## config.mk

```make
export PLATFORM = sky130hd
export DESIGN_NAME = cpu_status_flag_register
export DESIGN_NICKNAME = d
export VERILOG_FILES = /design/src/hw/flag_pkg.sv /design/src/hw/cpu_status_flag_register.sv
export SDC_FILE = /design/constraint.sdc
export NUM_CORES = 1
export LEC_CHECK = 0
export BUFFER_PORTS_ARGS = -buffer_cell sky130_fd_sc_hd__buf_2
export CAP_MARGIN = 40
export CORE_UTILIZATION = 43
export DETAILED_ROUTE_END_ITERATION = 10
export PLACE_DENSITY = 0.87
export SYNTH_ARGS = -nofsm -noshare
export SYNTH_HDL_FRONTEND = slang
export SYNTH_SLANG_ARGS = --single-unit
```

## constraint.sdc

```tcl
create_clock -name clk_i -period 2.3 [get_ports clk_i]
set_clock_uncertainty 0.15 [all_clocks]
set_input_delay 0.115 -clock clk_i [delete_from_list [all_inputs] [get_ports clk_i]]
set_output_delay 0.115 -clock clk_i [all_outputs]
set_load 0.01 [all_outputs]
```

## src/hw/flag_pkg.sv

```systemverilog
package flag_pkg;

  localparam logic [7:0]  FLAGS_ADDR   = 8'hfc;
  localparam logic [7:0]  FLAGS_RESET  = 8'h00;
  localparam int          CARRY_BIT    = 7;
  localparam int          ZERO_BIT     = 6;
  localparam int          SIGN_BIT     = 5;
  localparam int          OVF_BIT      = 4;
  localparam int          DADJ_BIT     = 3;
  localparam int          HALF_BIT     = 2;
  localparam int          USER_TWO_BIT = 1;
  localparam int          USER_ONE_BIT = 0;
  localparam logic [1:0]  RESP_OKAY    = 2'h0;
  localparam logic [1:0]  RESP_SLVERR  = 2'h2;

  typedef enum logic [2:0] {
    OP_NONE  = 3'h0,
    OP_ADD   = 3'h1,
    OP_SUB   = 3'h3,
    OP_LOGIC = 3'h2,
    OP_SHIFT = 3'h6,
    OP_USER  = 3'h7
  } alu_op_t;

  typedef struct packed {
    logic       valid;
    alu_op_t    op;
    logic       with_carry;
    logic [7:0] a;
    logic [7:0] b;
    logic       shift_out;
    logic [1:0] user_mask;
    logic [1:0] user_val;
  } alu_req_t;

  typedef struct packed {
    logic carry;
    logic overflow;
    logic zero;
    logic sign;
  } jump_cond_t;

endpackage

```

## src/hw/cpu_status_flag_register.sv

```systemverilog
// Behaviour
// - carry flag is bit 7; arithmetic captures carry out of bit 7.
// - rotate and shift load carry with the last bit shifted out.
// - zero flag bit 6 set when arithmetic or logical result is zero.
// - sign flag bit 5 copies result msb after arithmetic, logical, shift.
// - decimal adjust bit 3 set after subtraction, cleared after addition.
// - half carry bit 2 marks carry out of, or borrow into, bit 3.
// - jump logic can test carry, overflow, zero and sign.
// - half carry and decimal adjust are never offered as jump conditions.
// - user flags bits 1 and 0 change only by explicit set or clear, or by a register write.
// - register at address 252, all bits read/write, reset value 0x00.
`timescale 1ns/10ps
module cpu_status_flag_register (
  input  wire logic                  clk_i,
  input  wire logic                  rstn_i,
  input  wire flag_pkg::alu_req_t    alu_i,
  output logic [7:0]                 result_o,
  output logic [7:0]                 flags_o,
  output flag_pkg::jump_cond_t       cond_o,
  input  wire logic [7:0]            awaddr_i,
  input  wire logic [2:0]            awprot_i,
  input  wire logic                  awvalid_i,
  output logic                       awready_o,
  input  wire logic [31:0]           wdata_i,
  input  wire logic [3:0]            wstrb_i,
  input  wire logic                  wvalid_i,
  output logic                       wready_o,
  output logic [1:0]                 bresp_o,
  output logic                       bvalid_o,
  input  wire logic                  bready_i,
  input  wire logic [7:0]            araddr_i,
  input  wire logic [2:0]            arprot_i,
  input  wire logic                  arvalid_i,
  output logic                       arready_o,
  output logic [31:0]                rdata_o,
  output logic [1:0]                 rresp_o,
  output logic                       rvalid_o,
  input  wire logic                  rready_i
);
  import flag_pkg::*;

  // write channel capture
  logic        aw_held;
  logic        w_held;
  logic [7:0]  waddr;
  logic [7:0]  wbyte;
  logic        wlane0;
  wire  logic  aw_hs         = awvalid_i & awready_o;
  wire  logic  w_hs          = wvalid_i & wready_o;
  wire  logic  do_write      = aw_held & w_held & ~bvalid_o;
  wire  logic  next_aw_held  = (aw_held | aw_hs) & ~do_write;
  wire  logic  next_w_held   = (w_held | w_hs) & ~do_write;
  wire  logic  next_bvalid   = do_write | (bvalid_o & ~bready_i);
  wire  logic  wr_hit        = waddr[7:2] == FLAGS_ADDR[7:2];
  wire  logic  wr_flags      = do_write & wr_hit & wlane0;

  // read channel
  wire  logic  ar_hs         = arvalid_i & arready_o;
  wire  logic  rd_hit        = araddr_i[7:2] == FLAGS_ADDR[7:2];
  wire  logic  next_rvalid   = ar_hs | (rvalid_o & ~rready_i);

  // arithmetic datapath
  wire  logic       cin      = alu_i.with_carry & flags_o[CARRY_BIT];
  wire  logic [8:0] sum9     = {1'b0, alu_i.a} + {1'b0, alu_i.b} + {8'h00, cin};
  wire  logic [8:0] dif9     = {1'b0, alu_i.a} - {1'b0, alu_i.b} - {8'h00, cin};
  wire  logic [4:0] sum_lo   = {1'b0, alu_i.a[3:0]} + {1'b0, alu_i.b[3:0]} + {4'h0, cin};
  wire  logic [4:0] dif_lo   = {1'b0, alu_i.a[3:0]} - {1'b0, alu_i.b[3:0]} - {4'h0, cin};
  wire  logic       add_ovf  = (alu_i.a[7] == alu_i.b[7]) & (sum9[7] != alu_i.a[7]);
  wire  logic       sub_ovf  = (alu_i.a[7] != alu_i.b[7]) & (dif9[7] != alu_i.a[7]);
  wire  logic       is_add   = alu_i.valid & (alu_i.op == OP_ADD);
  wire  logic       is_sub   = alu_i.valid & (alu_i.op == OP_SUB);
  wire  logic       is_logic = alu_i.valid & (alu_i.op == OP_LOGIC);
  wire  logic       is_shift = alu_i.valid & (alu_i.op == OP_SHIFT);
  wire  logic       is_user  = alu_i.valid & (alu_i.op == OP_USER);

  // per-bit explicit set or clear of the user flags
  wire  logic [1:0] next_user;
  for (genvar i = 0; i < 2; i++) begin : g_user
    assign next_user[i] = (is_user & alu_i.user_mask[i]) ?
                          alu_i.user_val[i] : flags_o[USER_ONE_BIT + i];
  end

  logic [7:0] next_flags;
  logic [7:0] next_result;

  always_comb begin
    next_flags  = flags_o;
    next_result = result_o;
    if (is_add) begin
      next_result           = sum9[7:0];
      next_flags[CARRY_BIT] = sum9[8];
      next_flags[ZERO_BIT]  = sum9[7:0] == 8'h00;
      next_flags[SIGN_BIT]  = sum9[7];
      next_flags[OVF_BIT]   = add_ovf;
      next_flags[DADJ_BIT]  = 1'b0;
      next_flags[HALF_BIT]  = sum_lo[4];
    end else if (is_sub) begin
      next_result           = dif9[7:0];
      next_flags[CARRY_BIT] = dif9[8];
      next_flags[ZERO_BIT]  = dif9[7:0] == 8'h00;
      next_flags[SIGN_BIT]  = dif9[7];
      next_flags[OVF_BIT]   = sub_ovf;
      next_flags[DADJ_BIT]  = 1'b1;
      next_flags[HALF_BIT]  = dif_lo[4];
    end else if (is_logic) begin
      next_result           = alu_i.a;
      next_flags[ZERO_BIT]  = alu_i.a == 8'h00;
      next_flags[SIGN_BIT]  = alu_i.a[7];
      next_flags[OVF_BIT]   = 1'b0;
    end else if (is_shift) begin
      next_result           = alu_i.a;
      next_flags[CARRY_BIT] = alu_i.shift_out;
      next_flags[SIGN_BIT]  = alu_i.a[7];
    end else if (is_user) begin
      // only explicit set or clear touches the user flags
      next_flags[USER_TWO_BIT:USER_ONE_BIT] = next_user;
    end
    // software write wins over a same-cycle cpu update
    if (wr_flags) begin
      next_flags = wbyte;
    end
  end

  always_ff @(posedge clk_i or negedge rstn_i) begin
    if (!rstn_i) begin
      flags_o  <= FLAGS_RESET;
      result_o <= 8'h00;
    end else begin
      flags_o  <= next_flags;
      result_o <= next_result;
    end
  end

  // only carry, overflow, zero and sign leave as jump conditions
  assign cond_o = '{carry:    flags_o[CARRY_BIT],
                    overflow: flags_o[OVF_BIT],
                    zero:     flags_o[ZERO_BIT],
                    sign:     flags_o[SIGN_BIT]};

  always_ff @(posedge clk_i or negedge rstn_i) begin
    if (!rstn_i) begin
      aw_held   <= 1'b0;
      w_held    <= 1'b0;
      awready_o <= 1'b1;
      wready_o  <= 1'b1;
      bvalid_o  <= 1'b0;
    end else begin
      aw_held   <= next_aw_held;
      w_held    <= next_w_held;
      awready_o <= ~next_aw_held;
      wready_o  <= ~next_w_held;
      bvalid_o  <= next_bvalid;
    end
  end

  always_ff @(posedge clk_i or negedge rstn_i) begin
    if (!rstn_i) begin
      waddr   <= 8'h00;
      wbyte   <= 8'h00;
      wlane0  <= 1'b0;
      bresp_o <= RESP_OKAY;
    end else begin
      if (aw_hs) begin
        waddr <= awaddr_i;
      end
      if (w_hs) begin
        wbyte  <= wdata_i[7:0];
        wlane0 <= wstrb_i[0];
      end
      if (do_write) begin
        bresp_o <= wr_hit ? RESP_OKAY : RESP_SLVERR;
      end
    end
  end

  always_ff @(posedge clk_i or negedge rstn_i) begin
    if (!rstn_i) begin
      arready_o <= 1'b1;
      rvalid_o  <= 1'b0;
      rdata_o   <= 32'h0000_0000;
      rresp_o   <= RESP_OKAY;
    end else begin
      arready_o <= ~next_rvalid;
      rvalid_o  <= next_rvalid;
      if (ar_hs) begin
        rdata_o <= rd_hit ? {24'h00_0000, flags_o} : 32'h0000_0000;
        rresp_o <= rd_hit ? RESP_OKAY : RESP_SLVERR;
      end
    end
  end
endmodule

```

==> flow_metrics.tcl, run 1 <==
set metrics [dict create \
    ir_worst_vdd_uv 332.8 \
    worstMarginPinSlew_ps 708.5 \
    worst_path_largest_cell_delay_ps 390 \
    worstSetupStartpointType "register" \
    initial_core_util 0.4439 \
    synth_edf_count 0 \
    crit_path_end_kind "register" \
    critPathKind "reg -> reg" \
    postSynthAreaPerCell_um2 9.497 \
    die_w_um 88.53 \
    die_h_um 88.53 \
    n_antenna_cell 0 \
    synth_flop_cell "dfrtp_1" \
    cts_max_path_buffers 2 \
    syn_to_final_growth_pct 38.20 \
    grt_pass1_vias 2838 \
    ys.warnings.count 0 \
    synth.distinct_cells 54 \
    dp_hpwl_mm 6.410 \
    cts_sinks 48 \
    design_area_mm2 0.004449 \
    async_reset_ff_frac 1.000 \
    cp_cell_sequence "nand2_2 -> buf_6 -> fa_2 -> ha_4 -> nand2_2 -> nand2_2 -> a21oi_2 -> o21ba_4 -> xnor2_4 -> buf_4 -> buf_4 -> o21a_1 -> o21ai_1" \
    instances_no_fill 574 \
    max_slew_margin 0.5277 \
    worst_slack_ps -237.4 \
    fmax_ghz 0.3941 \
    yosys.cell_count.top_type "dfrtp_1" \
    violations "negative hold slack, negative setup slack" \
    slowest_stage "fa_2" \
    synthCells 339 \
    ys_seq_area_frac 0.3743 \
    grt_pass1_wl_mm 13.83 \
    powerDensity_mw_per_mm2 744.9 \
    final.min_clock_period_ps 2537 \
    cts_tree "done" \
    drive_gt1_frac 0.3853 \
    worst_hold_path_type "in -> reg" \
    fin_util 0.6134 \
    synth_top_cell_area_share 0.3498 \
    required_ps 2390 \
    clockRootBuffer "clkbuf_8" \
    clkSlewWorstSetupHoldPaths_ps 90 \
    drv_slew 0 \
    htree_levels 2 \
    period_share 1.103 \
    grtUsageTotal 0.2340 \
    via_count 2990 \
    rsz0062_at_grt "true" \
    nNetsFinal 590 \
    core-area_mm2 0.007253 \
    finalHoldViolations 1 \
    setup_viol 10 \
    netlist_top_cells_area "dfrtp_1, ha_1, buf_4" \
    dp.cells 541 \
    port_buffers 88 \
    dieArea_mm2 0.007837 \
    drtAntennaViolNets 0 \
    worstRegToRegCells 13 \
    viasPerCell 5.209 \
    crit_top_cell "nand2_2" \
    grt_max_degree 33 \
    synth_area_leader_cell "dfrtp_1" \
    drv_cap 0 \
    drt_wl_total_mm 9.203 \
    ys_ff_latch 48 \
    fillerInstances 561 \
    place_congestion 0.8913 \
    routedWlPerCell_um 16.03 \
    synthTopCellsByCount "dfrtp_1, buf_4, inv_1, a21oi_1, nor2_1" \
    overflow 0 \
    ff2ff_setup_slack_ps -240 \
    drc_errors 0 \
    arrival_ps 2630 \
    grt_antenna_before_repair 0 \
    drt_pass1_iterations 4 \
    holdPathStages 3 \
    ios 152 \
    cts_buffers 5 \
    rows 31 \
    syn_area_mm2 0.003219 \
    worstSkewPairLatency_ps 320 \
    crit_fanout 2 \
    fin_hold_ws_ps -7.390 \
    post_dp_cell_area_mm2 0.003872 \
    drt-initial-drc-count 226 \
    status "finished, violations left" \
    power.leakage_nw 2.189 \
]
-- worst max-delay path, delay by kind of cell, from the launching register on --
| kind | cells | cell delay (ps) |
|---|---|---|
| buffers and inverters | 3 | 380 |
| XOR/XNOR | 1 | 140 |
| flip-flops | 1 | 380 |
| AO/OA/AOI/OAI | 4 | 530 |
| AND/OR/NAND/NOR | 3 | 200 |
| adder cells (fa/ha/maj) | 2 | 690 |
-- through the flow --
step	TNS (ps)	setup WS (ps)	total power [mW]
floorplan	-138.9	-94.06	1.965
detailed placement	-1413	-178.5	2.347
finish	-1490	-237.4	3.314
global route	-3025	-352.3	3.484
CTS	-1468	-203.4	3.171
global placement	-1080	-164.3	2.295
-- state kept, by name, indices dropped and copies added, names as in the netlist, 6 cells and up --
signal	cells
flags_o	8
rdata_o	8
result_o	8
waddr	6
wbyte	8
-- where the power goes --
group          switching, mW  internal [mW]
clock                  0.305          0.438
sequential             0.173           1.11
combinational          0.668          0.617
total                   1.15           2.17
-- cell type report --
class | instances | area, um^2 | share of cell area
repair buffers | 141 | 895.9 | 0.2013
flip-flops and latches | 48 | 1206 | 0.2711
inverters | 31 | 116.4 | 0.02615
clock inverters | 3 | 68.82 | 0.01547
clock buffers | 5 | 68.82 | 0.01547
multi-input cells | 247 | 1969 | 0.4426
well taps | 99 | 123.9 | 0.02784
-- what timing repair did --
action / 4_1_cts / 5_1_grt
pin swaps: 15 / 18
hold buffers: 20 / 0
endpoints found under the hold margin: 48 / 0
setup endpoints to repair: 11 / 12
setup buffers: 1 / 4
resized for setup: 13 / 27
-- cell usage in the layout, fill, tap and decap left out, types with 3 or more instances in the layout --
cell,synthesis,final
mux2_2,6,6
fa_2,0,4
ha_4,0,3
inv_2,1,5
a21oi_2,2,7
dfrtp_1,45,44
inv_1,30,26
nor2_2,0,3
ha_1,21,18
a31oi_1,3,3
nand2_1,22,19
o21ai_0,12,11
and3_1,4,4
xnor2_2,0,5
nand3_1,5,5
mux2_1,9,9
nand2_2,0,3
a22o_1,8,8
nor2_1,26,22
dlygate4sd3_1,0,20
dfstp_2,3,3
clkbuf_8,0,5
buf_2,0,88
and2_1,3,3
a21oi_1,26,20
conb_1,1,26
o21ai_1,7,7
xor2_1,3,3
nor4_1,3,3
mux2i_1,5,5
buf_4,30,31
xnor2_1,14,7
nand4_1,5,5
-- final timing paths --
path | startpoint | endpoint
setup / recovery | flags_o[7]$_DFFE_PN0P_ | flags_o[6]$_DFFE_PN0P_
hold / removal | alu_i[0] | flags_o[0]$_DFFE_PN0P_
min in group asynchronous | rstn_i | wbyte[1]$_DFFE_PN0P_
max in group asynchronous | rstn_i | flags_o[7]$_DFFE_PN0P_
setup reg to reg | flags_o[7]$_DFFE_PN0P_ | flags_o[6]$_DFFE_PN0P_
hold reg to reg | w_held$_DFF_PN0_ | wready_o$_DFF_PN1_
-- kinds of logic (layout without fill, tap and decap cells) --
logic type	Yosys count	count (layout)	share of synthesized area
other cells	1	26	0.001165
fa+ha+maj	25	25	0.1065
simple gates	80	80	0.1182
compound gates	78	78	0.1609
xor+xnor	18	18	0.05325
buf+inv	69	180	0.1178
flops	48	48	0.3743
mux	20	20	0.06801
-- routing by layer --
layer / up-vias / part of all wire / GRT usage / wire, um
met5: - / 0 / 0 / 0
met2: 151 / 0.50 / 0.3972 / 4568
met4: 0 / 0.037 / 0.1085 / 339
met3: 34 / 0.066 / 0.03825 / 604
li1: 1376 / - / - / -
met1: 1429 / 0.40 / 0.2921 / 3690
No activity file was read; power rests on OpenSTA's default activity.
==> inputs of run 2 (changes only) <==
--- a/config.mk
+++ b/config.mk
@@ -13,3 +13,4 @@
 export SYNTH_ARGS = -nofsm -noshare
 export SYNTH_HDL_FRONTEND = slang
 export SYNTH_SLANG_ARGS = --single-unit
+export TNS_END_PERCENT = 20
==> run 2 against run 1 <==
Effect of this change: the run ends with negative setup slack left; worst hold slack improved by 37 ps; combinational power decreased by 12%; critical path depth decreased by 3; clock power fell by 2%; count of clock-buffer cells in the layout stayed put; sequential share of layout area up 1.4 points; flip-flop and latch count did not move; register-to-register slack better by 30 ps; design area decreased by 5.1%; critical path type unchanged.
==> flow_metrics.tcl, run 2 (synthesis results as in run 1) <==
set metrics [dict create \
    fin_hold_ws_ps 29.39 \
    viasPerCell 5.085 \
    initial_core_util 0.4439 \
    final_cell_mix "buf_2, dfrtp_1, inv_1" \
    period_share 1.088 \
    top_usage_layer "met2" \
    post_dp_cell_area_mm2 0.003827 \
    finalHoldViolations 0 \
    core-area_mm2 0.007253 \
    place_congestion 0.9358 \
    ir_worst_vdd_uv 507.4 \
    worstSkewPairLatency_ps 300 \
    crit_path_end_kind "register" \
    cts_tree "done" \
    clkSlewWorstSetupHoldPaths_ps 90 \
    critPathKind "reg -> reg" \
    dp_hpwl_mm 6.472 \
    met3_usage 0.04104 \
    n_antenna_cell 0 \
    grtUsageTotal 0.2224 \
    syn_to_final_growth_pct 31.17 \
    worstSetupStartpointType "register" \
    grt_antenna_before_repair 0 \
    required_ps 2390 \
    drive_gt1_frac 0.3220 \
    drt_wl_total_mm 8.422 \
    drtAntennaViolNets 0 \
    crit_buf_inv 0 \
    worst_path_largest_cell_delay_ps 400 \
    worst_hold_path_type "in -> reg" \
    cts_sinks 48 \
    post-cts-setup-buffers 0 \
    grt_pass1_vias 2762 \
    powerDensity_mw_per_mm2 740.7 \
    clockRootBuffer "clkbuf_8" \
    worstMarginPinSlew_ps 697.9 \
    routedWlPerCell_um 14.83 \
    cp_cell_sequence "nand2_2 -> fa_1 -> ha_1 -> nor2b_1 -> nand2_1 -> xnor2_1 -> nor4b_2 -> nand4_1 -> o21a_1 -> o21ai_1" \
    drv_slew 0 \
    ios 152 \
    fmax_ghz 0.3995 \
    cts_buffers 5 \
    violations "negative setup slack" \
    setup_viol 10 \
    via_count 2888 \
    crit_fanout 2 \
    final_common_cell "buf_2" \
    port_buffers 88 \
    gr-usage-met2 0.3776 \
    grt_max_degree 32 \
    power.leakage_nw 2.109 \
    grt_pass1_wl_mm 13.29 \
    slowest_stage "fa_1" \
    die_h_um 88.53 \
    crit_family "simple AND/OR/NAND/NOR gates" \
    worst_slack_ps -202.8 \
    cts_max_path_buffers 2 \
    drt-initial-drc-count 200 \
    rsz0062_at_grt "true" \
    final.min_clock_period_ps 2503 \
    pre_cts_slack_ps -205.6 \
    dieArea_mm2 0.007837 \
    status "finished, violations left" \
    rows 31 \
    arrival_ps 2590 \
    nNetsFinal 584 \
    instances_no_fill 568 \
    overflow 0 \
    drv_cap 0 \
    design_area_mm2 0.004223 \
    drc_errors 0 \
    dp.cells 539 \
    die_w_um 88.53 \
    drt_pass1_iterations 4 \
    max_slew_margin 0.5336 \
    use_met1 0.2898 \
    htree_levels 2 \
]
-- run 2: changes by cell type in the layout (fill, tap and decap cells not counted), sizes merged --
cell	previous run	this run
dlygate4sd3	20	21
buf	121	114
-- run 2: metrics by stage --
step | power (mW) | setup TNS, ps | utilization
after floorplan | 1.949 | -258.5 | -
after global placement | 2.270 | -656.7 | 0.5277
after detailed placement | 2.342 | -1309 | 0.5277
after CTS | 3.124 | -1142 | 0.5806
after global routing | 3.328 | -2836 | 0.5822
final | 3.128 | -1142 | 0.5822
-- run 2: final timing paths --
kind,startpoint,to,slack (ps),depth (start not counted)
max,flags_o[7]$_DFFE_PN0P_,flags_o[6]$_DFFE_PN0P_,-200,10
min,alu_i[24],result_o[0]$_DFFE_PN0P_,30,3
max reg2reg,flags_o[7]$_DFFE_PN0P_,flags_o[6]$_DFFE_PN0P_,-200,10
min reg2reg,w_held$_DFF_PN0_,wready_o$_DFF_PN1_,340,1
max in group asynchronous,rstn_i,awready_o$_DFF_PN1_,1090,3
min in group asynchronous,rstn_i,rdata_o[2]$_DFFE_PN0P_,120,2
-- run 2: what timing repair did --
item	CTS	global route
resized for setup	7	2
cloned	0	0
pin swaps	4	0
hold buffers	21	0
setup endpoints to repair	10	12
endpoints found under the hold margin	38	0
-- run 2: layer usage --
metal | wire [um] | up-vias | part of all wire
li1 | - | 1364 | -
met1 | 3639 | 1396 | 0.43
met2 | 4142 | 114 | 0.49
met3 | 470 | 14 | 0.056
met4 | 169 | 0 | 0.020
met5 | 0 | - | 0
-- run 2: report_power, final --
group	switching (mW)	internal, mW
Clock	0.288	0.438
Combinational	0.594	0.535
Sequential	0.160	1.11
-- run 2: tightest hold or removal path, stage by stage --
cell	delay (ps)
buf_2	100
a21oi_1	100
a21oi_1	120
-- run 2: cell type report --
type,count,area [um^2]
inverter,31,116.4
clock inverter,3,68.82
timing repair buffer,135,845.8
multi-input combinational,247,1794
sequential,48,1205
fill,627,3030
tap,99,123.9
clock buffer,5,68.82
